$ cat src/hdl/pcx_params.svh
/*
 * Constants of the priority crossbar pin mux: register addresses, reset values,
 * bit positions and pin counts. Assumes inclusion by the decoder and crossbar modules.
 */
`ifndef PCX_PARAMS_SVH
`define PCX_PARAMS_SVH

`define PCX_NUM_PINS      25
`define PCX_POOL_PINS     20
`define PCX_NUM_FUNCS     21
`define PCX_UART_TX_PIN   4
`define PCX_UART_RX_PIN   5

`define PCX_ADDR_ROUTE0   8'he1
`define PCX_ADDR_ROUTE1   8'he2
`define PCX_ADDR_LATCH0   8'h80
`define PCX_ADDR_LATCH1   8'h90
`define PCX_ADDR_LATCH2   8'ha0
`define PCX_ADDR_LATCH3   8'hb0
`define PCX_ADDR_INMODE0  8'hf1
`define PCX_ADDR_INMODE1  8'hf2
`define PCX_ADDR_INMODE2  8'hf3
`define PCX_ADDR_INMODE3  8'hf4
`define PCX_ADDR_OUTMODE0 8'ha4
`define PCX_ADDR_OUTMODE1 8'ha5
`define PCX_ADDR_OUTMODE2 8'ha6
`define PCX_ADDR_OUTMODE3 8'ha7
`define PCX_ADDR_SKIP0    8'hd4
`define PCX_ADDR_SKIP1    8'hd5
`define PCX_ADDR_SKIP2    8'hd6

`define PCX_RST_ROUTE     8'h00
`define PCX_RST_LATCH     32'hffffffff
`define PCX_RST_INMODE    32'hffffffff
`define PCX_RST_OUTMODE   32'h00000000
`define PCX_RST_SKIP      24'h000000

`define PCX_R0_UART       0
`define PCX_R0_SPI        1
`define PCX_R0_SMBUS      2
`define PCX_R0_SYSCLK     3
`define PCX_R0_CMP0       4
`define PCX_R0_CP0A       5
`define PCX_R0_CMP1       6
`define PCX_R0_CP1A       7
`define PCX_R1_PCA_LSB    0
`define PCX_R1_PCNT       3
`define PCX_R1_T0         4
`define PCX_R1_T1         5
`define PCX_R1_XBAR_EN    6
`define PCX_R1_PU_DIS     7
`define PCX_PCA_MAX       3'h5

`endif

$ cat src/hdl/pcx_pkg.sv
/*
 * Types of the priority crossbar pin mux: the function codes in priority order.
 * Assumes pcx_params.svh for the counts.
 */
package pcx_pkg;
   // priority order; code equals index into the function vectors
   typedef enum logic [4:0] {
      PCX_F_TX   = 5'h00, PCX_F_RX   = 5'h01, PCX_F_SCK  = 5'h02, PCX_F_MISO = 5'h03,
      PCX_F_MOSI = 5'h04, PCX_F_SSEL = 5'h05, PCX_F_SDA  = 5'h06, PCX_F_SCL  = 5'h07,
      PCX_F_CMP0 = 5'h08, PCX_F_CP0A = 5'h09, PCX_F_CMP1 = 5'h0a, PCX_F_CP1A = 5'h0b,
      PCX_F_SYSC = 5'h0c, PCX_F_PCA0 = 5'h0d, PCX_F_PCA1 = 5'h0e, PCX_F_PCA2 = 5'h0f,
      PCX_F_PCA3 = 5'h10, PCX_F_PCA4 = 5'h11, PCX_F_PCNT = 5'h12, PCX_F_T0   = 5'h13,
      PCX_F_T1   = 5'h14
   } pcx_func_e;
   typedef logic [4:0] pcx_func_t;
endpackage : pcx_pkg

$ cat src/hdl/pcx_priority_decoder.sv
/*
 * Combinational priority decoder: places enabled functions onto pool pins.
 * Assumes function enables already qualified (slave select mode, PCA count).
 */
`timescale 1ns/1ps
`include "pcx_params.svh"
module pcx_priority_decoder
   import pcx_pkg::*;
#(
   parameter int POOL  = `PCX_POOL_PINS,
   parameter int NFUNC = `PCX_NUM_FUNCS
) (
   input  wire logic [NFUNC-1:0]           funcEn,
   input  wire logic [POOL-1:0]            skipBits,
   output logic      [POOL-1:0]            pinValid,
   output pcx_func_t [POOL-1:0]            pinFunc
);
   // uart first at fixed pins, then a lowest-free-pin scan per function
   always_comb begin
      logic [POOL-1:0] taken;
      logic            found;
      taken    = skipBits;
      found    = 1'b0;
      pinValid = '0;
      pinFunc  = '0;
      if (funcEn[PCX_F_TX]) begin
         pinValid[`PCX_UART_TX_PIN] = 1'b1;
         pinFunc[`PCX_UART_TX_PIN]  = PCX_F_TX;
         pinValid[`PCX_UART_RX_PIN] = 1'b1;
         pinFunc[`PCX_UART_RX_PIN]  = PCX_F_RX;
         taken[`PCX_UART_TX_PIN]    = 1'b1;
         taken[`PCX_UART_RX_PIN]    = 1'b1;
      end
      for (int f = 2; f < NFUNC; f++) begin
         found = 1'b0;
         if (funcEn[f]) begin
            for (int p = 0; p < POOL; p++) begin
               if (!found && !taken[p]) begin
                  pinValid[p] = 1'b1;
                  pinFunc[p]  = pcx_func_t'(f);
                  taken[p]    = 1'b1;
                  found       = 1'b1;
               end
            end
         end
      end
   end
endmodule : pcx_priority_decoder

$ cat src/hdl/pcx_pin_cell.sv
/*
 * One port pin cell: driver level, driver enable and weak pull-up.
 * Assumes the caller registers the results before they leave the block.
 */
`timescale 1ns/1ps
module pcx_pin_cell #(
   parameter bit IN_POOL = 1'b1
) (
   input  wire logic xbarEnable,
   input  wire logic digitalMode,
   input  wire logic pushPull,
   input  wire logic forceOpenDrain,
   input  wire logic routed,
   input  wire logic funcData,
   input  wire logic funcDrive,
   input  wire logic latchBit,
   input  wire logic pullupDisable,
   output logic      driveLevel,
   output logic      driveEnable,
   output logic      pullupEnable
);
   logic active;
   logic data;
   logic want;
   logic openDrain;

   // pool pins only drive with the crossbar on; fixed gpio always may
   assign active    = IN_POOL ? xbarEnable : 1'b1;
   assign data      = routed ? funcData : latchBit;
   assign want      = routed ? funcDrive : 1'b1;
   assign openDrain = ~pushPull | forceOpenDrain;
   // open-drain only ever pulls low; high is left to the pull-up
   assign driveEnable  = active & digitalMode & want & (openDrain ? ~data : 1'b1);
   assign driveLevel   = openDrain ? 1'b0 : data;
   // no pull-up while sinking current, saves static power
   assign pullupEnable = digitalMode & openDrain & ~pullupDisable &
                         ~(driveEnable & ~driveLevel);
endmodule : pcx_pin_cell

$ cat src/hdl/pcx_crossbar.sv
/*
 * Priority crossbar pin mux top: special function registers, routing of
 * peripheral signals onto port pins and the registered pin controls.
 * Assumes a single-cycle register port from the core, pad inputs synchronous
 * to clk, and a pad ring that resolves padOut/padOe/padPullup onto the wires.
 */
`timescale 1ns/1ps
`include "pcx_params.svh"
module pcx_crossbar
   import pcx_pkg::*;
#(
   parameter int NPINS = `PCX_NUM_PINS,
   parameter int POOL  = `PCX_POOL_PINS,
   parameter int NFUNC = `PCX_NUM_FUNCS
) (
   input  wire logic              clk,
   input  wire logic              rstn,
   input  wire logic [7:0]        sfrAddr,
   input  wire logic              sfrWrite,
   input  wire logic [7:0]        sfrWrData,
   output logic      [7:0]        sfrRdData,
   input  wire logic [1:0]        slaveSelectModeBits,
   input  wire logic [NFUNC-1:0]  funcOut,
   input  wire logic [NFUNC-1:0]  funcDrive,
   output logic      [NFUNC-1:0]  funcIn,
   input  wire logic [NPINS-1:0]  padIn,
   output logic      [NPINS-1:0]  padOut,
   output logic      [NPINS-1:0]  padOe,
   output logic      [NPINS-1:0]  padPullup,
   output logic      [NPINS-1:0]  padRecvEn
);
   logic [7:0]       routeEnable0_reg;
   logic [7:0]       routeEnable1_reg;
   logic [31:0]      portLatch_reg;
   logic [31:0]      inMode_reg;
   logic [31:0]      outMode_reg;
   logic [23:0]      skip_reg;
   logic [7:0]       sfrRdData_reg;
   logic [7:0]       sfrRdData_next;
   logic [NPINS-1:0] padOut_reg;
   logic [NPINS-1:0] padOe_reg;
   logic [NPINS-1:0] padPullup_reg;
   logic [NPINS-1:0] padRecvEn_reg;
   logic [NFUNC-1:0] funcIn_reg;
   logic [NFUNC-1:0] funcIn_next;

   logic [NFUNC-1:0] funcEn;
   logic [POOL-1:0]  pinValid;
   pcx_func_t [POOL-1:0] pinFunc;
   logic [NPINS-1:0] pinRouted;
   logic [NPINS-1:0] pinFuncData;
   logic [NPINS-1:0] pinFuncDrive;
   logic [NPINS-1:0] pinSmbus;
   logic [NPINS-1:0] cellLevel;
   logic [NPINS-1:0] cellEnable;
   logic [NPINS-1:0] cellPullup;
   logic [NPINS-1:0] digitalMode;
   logic [NPINS-1:0] pushPullMode;
   logic [NPINS-1:0] latchBits;
   logic [NPINS-1:0] pinLevel;
   logic [2:0]       pcaCount;
   logic             xbarEnable;
   logic             pullupDisable;
   logic             fourWire;
   logic             ssPlaced;
   logic             pcaPlaced;

   // P3.0 lives at bit 24 of the flat port vectors
   assign digitalMode  = inMode_reg[NPINS-1:0];
   assign pushPullMode = outMode_reg[NPINS-1:0];
   assign latchBits    = portLatch_reg[NPINS-1:0];
   assign pinLevel     = padIn & digitalMode;
   assign xbarEnable   = routeEnable1_reg[`PCX_R1_XBAR_EN];
   assign pullupDisable = routeEnable1_reg[`PCX_R1_PU_DIS];
   assign pcaCount     = routeEnable1_reg[`PCX_R1_PCA_LSB +: 3];
   assign fourWire     = |slaveSelectModeBits;

   // routing register writes
   always_ff @(posedge clk) begin
      if (!rstn) begin
         routeEnable0_reg <= `PCX_RST_ROUTE;
         routeEnable1_reg <= `PCX_RST_ROUTE;
      end else if (sfrWrite) begin
         case (sfrAddr)
            `PCX_ADDR_ROUTE0: routeEnable0_reg <= sfrWrData;
            `PCX_ADDR_ROUTE1: routeEnable1_reg <= sfrWrData;
            default: ;
         endcase
      end
   end

   // port latch writes; reset leaves every latch high
   always_ff @(posedge clk) begin
      if (!rstn) begin
         portLatch_reg <= `PCX_RST_LATCH;
      end else if (sfrWrite) begin
         case (sfrAddr)
            `PCX_ADDR_LATCH0: portLatch_reg[7:0]   <= sfrWrData;
            `PCX_ADDR_LATCH1: portLatch_reg[15:8]  <= sfrWrData;
            `PCX_ADDR_LATCH2: portLatch_reg[23:16] <= sfrWrData;
            `PCX_ADDR_LATCH3: portLatch_reg[31:24] <= sfrWrData;
            default: ;
         endcase
      end
   end

   // input and output mode writes
   always_ff @(posedge clk) begin
      if (!rstn) begin
         inMode_reg  <= `PCX_RST_INMODE;
         outMode_reg <= `PCX_RST_OUTMODE;
      end else if (sfrWrite) begin
         case (sfrAddr)
            `PCX_ADDR_INMODE0:  inMode_reg[7:0]    <= sfrWrData;
            `PCX_ADDR_INMODE1:  inMode_reg[15:8]   <= sfrWrData;
            `PCX_ADDR_INMODE2:  inMode_reg[23:16]  <= sfrWrData;
            `PCX_ADDR_INMODE3:  inMode_reg[31:24]  <= sfrWrData;
            `PCX_ADDR_OUTMODE0: outMode_reg[7:0]   <= sfrWrData;
            `PCX_ADDR_OUTMODE1: outMode_reg[15:8]  <= sfrWrData;
            `PCX_ADDR_OUTMODE2: outMode_reg[23:16] <= sfrWrData;
            `PCX_ADDR_OUTMODE3: outMode_reg[31:24] <= sfrWrData;
            default: ;
         endcase
      end
   end

   // skip writes; only the pool pins have skip bits that matter
   always_ff @(posedge clk) begin
      if (!rstn) begin
         skip_reg <= `PCX_RST_SKIP;
      end else if (sfrWrite) begin
         case (sfrAddr)
            `PCX_ADDR_SKIP0: skip_reg[7:0]   <= sfrWrData;
            `PCX_ADDR_SKIP1: skip_reg[15:8]  <= sfrWrData;
            `PCX_ADDR_SKIP2: skip_reg[23:16] <= sfrWrData;
            default: ;
         endcase
      end
   end

   // read mux; latch addresses return pin levels, analog pins read zero
   always_comb begin
      case (sfrAddr)
         `PCX_ADDR_ROUTE0:   sfrRdData_next = routeEnable0_reg;
         `PCX_ADDR_ROUTE1:   sfrRdData_next = routeEnable1_reg;
         `PCX_ADDR_LATCH0:   sfrRdData_next = pinLevel[7:0];
         `PCX_ADDR_LATCH1:   sfrRdData_next = pinLevel[15:8];
         `PCX_ADDR_LATCH2:   sfrRdData_next = pinLevel[23:16];
         `PCX_ADDR_LATCH3:   sfrRdData_next = {7'h00, pinLevel[24]};
         `PCX_ADDR_INMODE0:  sfrRdData_next = inMode_reg[7:0];
         `PCX_ADDR_INMODE1:  sfrRdData_next = inMode_reg[15:8];
         `PCX_ADDR_INMODE2:  sfrRdData_next = inMode_reg[23:16];
         `PCX_ADDR_INMODE3:  sfrRdData_next = inMode_reg[31:24];
         `PCX_ADDR_OUTMODE0: sfrRdData_next = outMode_reg[7:0];
         `PCX_ADDR_OUTMODE1: sfrRdData_next = outMode_reg[15:8];
         `PCX_ADDR_OUTMODE2: sfrRdData_next = outMode_reg[23:16];
         `PCX_ADDR_OUTMODE3: sfrRdData_next = outMode_reg[31:24];
         `PCX_ADDR_SKIP0:    sfrRdData_next = skip_reg[7:0];
         `PCX_ADDR_SKIP1:    sfrRdData_next = skip_reg[15:8];
         `PCX_ADDR_SKIP2:    sfrRdData_next = skip_reg[23:16];
         default:            sfrRdData_next = 8'h00;
      endcase
   end

   always_ff @(posedge clk) begin
      if (!rstn) begin
         sfrRdData_reg <= 8'h00;
      end else begin
         sfrRdData_reg <= sfrRdData_next;
      end
   end

   // function enables in priority order; reserved pca codes route nothing
   always_comb begin
      funcEn             = '0;
      funcEn[PCX_F_TX]   = routeEnable0_reg[`PCX_R0_UART];
      funcEn[PCX_F_RX]   = routeEnable0_reg[`PCX_R0_UART];
      funcEn[PCX_F_SCK]  = routeEnable0_reg[`PCX_R0_SPI];
      funcEn[PCX_F_MISO] = routeEnable0_reg[`PCX_R0_SPI];
      funcEn[PCX_F_MOSI] = routeEnable0_reg[`PCX_R0_SPI];
      funcEn[PCX_F_SSEL] = routeEnable0_reg[`PCX_R0_SPI] & fourWire;
      funcEn[PCX_F_SDA]  = routeEnable0_reg[`PCX_R0_SMBUS];
      funcEn[PCX_F_SCL]  = routeEnable0_reg[`PCX_R0_SMBUS];
      funcEn[PCX_F_CMP0] = routeEnable0_reg[`PCX_R0_CMP0];
      funcEn[PCX_F_CP0A] = routeEnable0_reg[`PCX_R0_CP0A];
      funcEn[PCX_F_CMP1] = routeEnable0_reg[`PCX_R0_CMP1];
      funcEn[PCX_F_CP1A] = routeEnable0_reg[`PCX_R0_CP1A];
      funcEn[PCX_F_SYSC] = routeEnable0_reg[`PCX_R0_SYSCLK];
      for (int k = 0; k < 5; k++) begin
         funcEn[PCX_F_PCA0 + k] = (pcaCount <= `PCX_PCA_MAX) && (pcaCount > 3'(k));
      end
      funcEn[PCX_F_PCNT] = routeEnable1_reg[`PCX_R1_PCNT];
      funcEn[PCX_F_T0]   = routeEnable1_reg[`PCX_R1_T0];
      funcEn[PCX_F_T1]   = routeEnable1_reg[`PCX_R1_T1];
   end

   pcx_priority_decoder #(
      .POOL  (POOL),
      .NFUNC (NFUNC)
   ) u_decoder (
      .funcEn   (funcEn),
      .skipBits (skip_reg[POOL-1:0]),
      .pinValid (pinValid),
      .pinFunc  (pinFunc)
   );

   // per-pin selection of the routed peripheral signal
   always_comb begin
      pinRouted    = '0;
      pinFuncData  = '0;
      pinFuncDrive = '0;
      pinSmbus     = '0;
      ssPlaced     = 1'b0;
      pcaPlaced    = 1'b0;
      for (int p = 0; p < POOL; p++) begin
         pinRouted[p]    = pinValid[p];
         // placement flags feed only the checks at the bottom
         ssPlaced        = ssPlaced | (pinValid[p] && pinFunc[p] == PCX_F_SSEL);
         pcaPlaced       = pcaPlaced | (pinValid[p] && pinFunc[p] >= PCX_F_PCA0
                                        && pinFunc[p] <= PCX_F_PCA4);
         pinFuncData[p]  = funcOut[pinFunc[p]];
         pinFuncDrive[p] = funcDrive[pinFunc[p]];
         pinSmbus[p]     = pinValid[p] &&
                           (pinFunc[p] == PCX_F_SDA || pinFunc[p] == PCX_F_SCL);
      end
   end

   // one cell per pin; the top five pins never join the pool
   for (genvar g = 0; g < NPINS; g++) begin : g_cell
      pcx_pin_cell #(
         .IN_POOL (g < POOL)
      ) u_cell (
         .xbarEnable     (xbarEnable),
         .digitalMode    (digitalMode[g]),
         .pushPull       (pushPullMode[g]),
         .forceOpenDrain (pinSmbus[g] & xbarEnable),
         .routed         (pinRouted[g] & xbarEnable),
         .funcData       (pinFuncData[g]),
         .funcDrive      (pinFuncDrive[g]),
         .latchBit       (latchBits[g]),
         .pullupDisable  (pullupDisable),
         .driveLevel     (cellLevel[g]),
         .driveEnable    (cellEnable[g]),
         .pullupEnable   (cellPullup[g])
      );
   end

   // pin controls registered so the pad ring sees glitch-free enables
   always_ff @(posedge clk) begin
      if (!rstn) begin
         padOut_reg    <= '0;
         padOe_reg     <= '0;
         padPullup_reg <= '0;
         padRecvEn_reg <= '0;
      end else begin
         padOut_reg    <= cellLevel;
         padOe_reg     <= cellEnable;
         padPullup_reg <= cellPullup;
         padRecvEn_reg <= digitalMode;
      end
   end

   // inputs back to peripherals; unrouted inputs idle high like a released line
   always_comb begin
      funcIn_next = '1;
      for (int p = 0; p < POOL; p++) begin
         if (pinValid[p] && xbarEnable) begin
            funcIn_next[pinFunc[p]] = pinLevel[p];
         end
      end
   end

   always_ff @(posedge clk) begin
      if (!rstn) begin
         funcIn_reg <= '1;
      end else begin
         funcIn_reg <= funcIn_next;
      end
   end

   assign sfrRdData = sfrRdData_reg;
   assign padOut    = padOut_reg;
   assign padOe     = padOe_reg;
   assign padPullup = padPullup_reg;
   assign padRecvEn = padRecvEn_reg;
   assign funcIn    = funcIn_reg;
endmodule : pcx_crossbar

$ cat config.mk
export PLATFORM = sky130hd
export DESIGN_NAME = pcx_crossbar
export DESIGN_NICKNAME = d
export VERILOG_FILES = /design/src/hdl/pcx_pkg.sv /design/src/hdl/pcx_priority_decoder.sv /design/src/hdl/pcx_pin_cell.sv /design/src/hdl/pcx_crossbar.sv
export VERILOG_INCLUDE_DIRS = /design/src /design/src/hdl
export SDC_FILE = /design/constraint.sdc
export NUM_CORES = 2
export LEC_CHECK = 0
export BUFFER_PORTS_ARGS = -buffer_cell sky130_fd_sc_hd__buf_2
export CAP_MARGIN = 20
export CORE_MARGIN = 8
export CORE_UTILIZATION = 41
export DETAILED_ROUTE_END_ITERATION = 10
export PLACE_DENSITY = 0.58
export SYNTH_ARGS = -nofsm -noshare
export SYNTH_HDL_FRONTEND = slang
export SYNTH_SLANG_ARGS = --single-unit
export TNS_END_PERCENT = 20
$ cat constraint.sdc
create_clock -name clk -period 21.8 [get_ports clk]
set_clock_uncertainty 0.15 [all_clocks]
set_input_delay 5.45 -clock clk [delete_from_list [all_inputs] [get_ports clk]]
set_output_delay 5.45 -clock clk [all_outputs]
set_load 0.02 [all_outputs]
==> reports/results.ini <==
[sta]
fin_ws_ps = 6680
max_freq_ghz = 0.0661
rsz0062_at_grt = no
tns_ps = 0
slew_headroom = 0.187
min_period_over_period = 0.693
tightest_slew_ps = 1220
fin_crit_ps = 15120
finalHoldViolCount = 0
setup_viol = 0
slew_viol_final = 0

[final_layout]
fin_nets = 4964
fin_cells = 6037
syn2layout_area_growth_pct = 8.90
finish.utilization = 0.451
drive_above_1_share = 0.165

[detailed_routing]
wl_per_cell_um = 34.1
drtIter0Drc = 6823
routed_wirelength_mm = 206
viasPerCell = 7.41
drtPass1Iterations = 8
via_count = 44800
drc = 0
postRouteAntennaNets = 0

[synthesis]
syn_area_mm2 = 0.0347
synthDistinctLibCells = 140
synth_commonest_cells = nand2_1, a21oi_1, nor2_1, nand3_1, clkbuf_1
post-synth-top-count-cell = nand2_1
yosys.area.top_type = dfxtp_1
yosys-top-cells-area = dfxtp_1, nand2_1, mux4_2, a21oi_1, mux2i_1
ys_warn_count = 0
synthCells = 4858
ys_seq_elements = 258
syn_nets = 4949
synth_edf_count = 0
syn_avg_cell_area_um2 = 7.14
synth_seq_area_share = 0.149
synth_ff_type = dfxtp_1
async_flop_share = 0
synth_top_area_share = 0.149

[place]
gp_congestion = 1.07
post-place-ws_ps = 6450
dp.cells = 5975
place_hpwl_mm = 157
portBuffers = 216

[critical_path]
critPathLaunchType = input port
path_max_fanout = 14
critPathRequiredTime_ps = 22160
crit_arrival_ps = 15480
end_kind = flip-flop
path_class = in2reg

[floorplan]
die_h_um = 307
chipWidth_um = 307
ioPinCount = 217
std_cell_rows = 106
die_area_mm2 = 0.0941
fp.coreArea_mm2 = 0.0837
start_util = 0.414

[cts]
cts-buffers-inserted = 28
cts.htree.levels = 1
cts_resized = 0
clk_pin_slew_ps = 70
tritoncts = yes
cts_hold_buffers = 0
clk_latency_ps = 640
clockBufferDepth = 3
post_cts_buffers = 0
cts.sinks = 258
root_buffer = clkbuf_16

[global_route]
antenna_found_initial = 14
grtUsageTotal = 0.411
grt_max_degree = 97
grt_pass1_vias = 40400
grt_pass1_wl_mm = 292
gr-total-overflow = 0

[worst_hold_path]
hold_class = reg2reg

[power_and_ir_drop]
vdd_drop_max_v = 0.0000917
total_power_mw = 1.15
power.leakage_nw = 13.8
cellPowerDensity_mw_per_mm2 = 30.6

[status]
outcome = finished, final reports clean

[run]
maxCapViolCount = 0

[layout make-up]
type,instances,area (um2)
clock buffers,36,781
diodes,9,22.5
inverters,88,332
clock inverters,15,179
multi-input cells,4143,27700
flip-flops and latches,258,5170
repair buffers,354,2130
fillers,8764,45900
well taps,1134,1420
[per-layer routing]
layer	track usage	routed length, um
met1	0.578	84500
met2	0.561	80100
met3	0.149	31900
met4	0.159	9280
met5	0	68
[power by group]
part / switching [mW] / total [mW] / internal, mW
Combinational: 0.117 / 0.162 / 0.0450
Sequential: 0.00226 / 0.479 / 0.477
Clock: 0.234 / 0.514 / 0.280
Total: 0.353 / 1.15 / 0.802
[critical path: stages]
cell	delay, ps
buf_2	110
o21ai_1	530
nor2_1	350
o211ai_2	280
a22oi_1	210
o211a_2	360
o21ai_1	260
o21ai_0	170
a2111oi_2	660
nand2b_1	450
o211ai_1	200
nor2_1	630
nand3_4	300
a21oi_1	540
nor2_1	230
o211ai_2	580
nand2_1	400
o211ai_1	360
nand4_1	520
nor2_2	580
o21ai_0	220
a32o_1	380
nor3_1	670
nand4_1	230
mux2i_1	420
a311oi_1	100
a211o_1	290
[per-stage QoR]
step,cell area [um2],hold slack (ps)
after floorplan,34700,282
after global routing,37700,318
after CTS,37700,306
final,37700,312
after global placement,36700,293
after detailed placement,36700,298
[final timing paths]
path / startpoint / endpoint / slack [ps] / cells after the start
setup / recovery: slaveSelectModeBits[1] / funcIn[2] / 6680 / 27
hold / removal: skip_reg[23] / skip_reg[23] / 310 / 2
setup reg to reg: skip_reg[0] / funcIn[2] / 10150 / 27
hold reg to reg: skip_reg[23] / skip_reg[23] / 310 / 2
[layout by cell type, fill, tap and decap left out, drive strengths merged, types with 25 or more instances in the layout]
cell type	instances
o221ai	30
o22ai	59
maj3	46
buf	353
a31oi	92
o211ai	68
a2111oi	27
inv	88
a22oi	75
nor2b	39
o31ai	41
a21oi	412
o2111ai	26
mux4	107
nand4	61
mux2	47
nand2	675
a221oi	46
nand3	298
nor3	180
a21o	42
nand2b	42
o21ai	307
a211o	31
or3	46
nor2	410
clkbuf	37
mux2i	157
and2	86
and3	42
nor4	30
o311ai	25
or2	32
o21a	39
dfxtp	258
a211oi	125
[cell families (layout without fill, tap and decap cells)]
group                    after synthesis  after routing  synth area share
AND/OR/NAND/NOR                     2006           2006             0.280
multiplexers                         311            311             0.130
XOR/XNOR                              20             20           0.00505
AO/OA/AOI/OAI                       1757           1757             0.367
flip-flops                           258            258             0.149
buffers and inverters                457            493            0.0544
other                                  0              9                 0
adder cells (fa/ha/maj)               49             49            0.0148
Power figures use the tool's default switching activity.
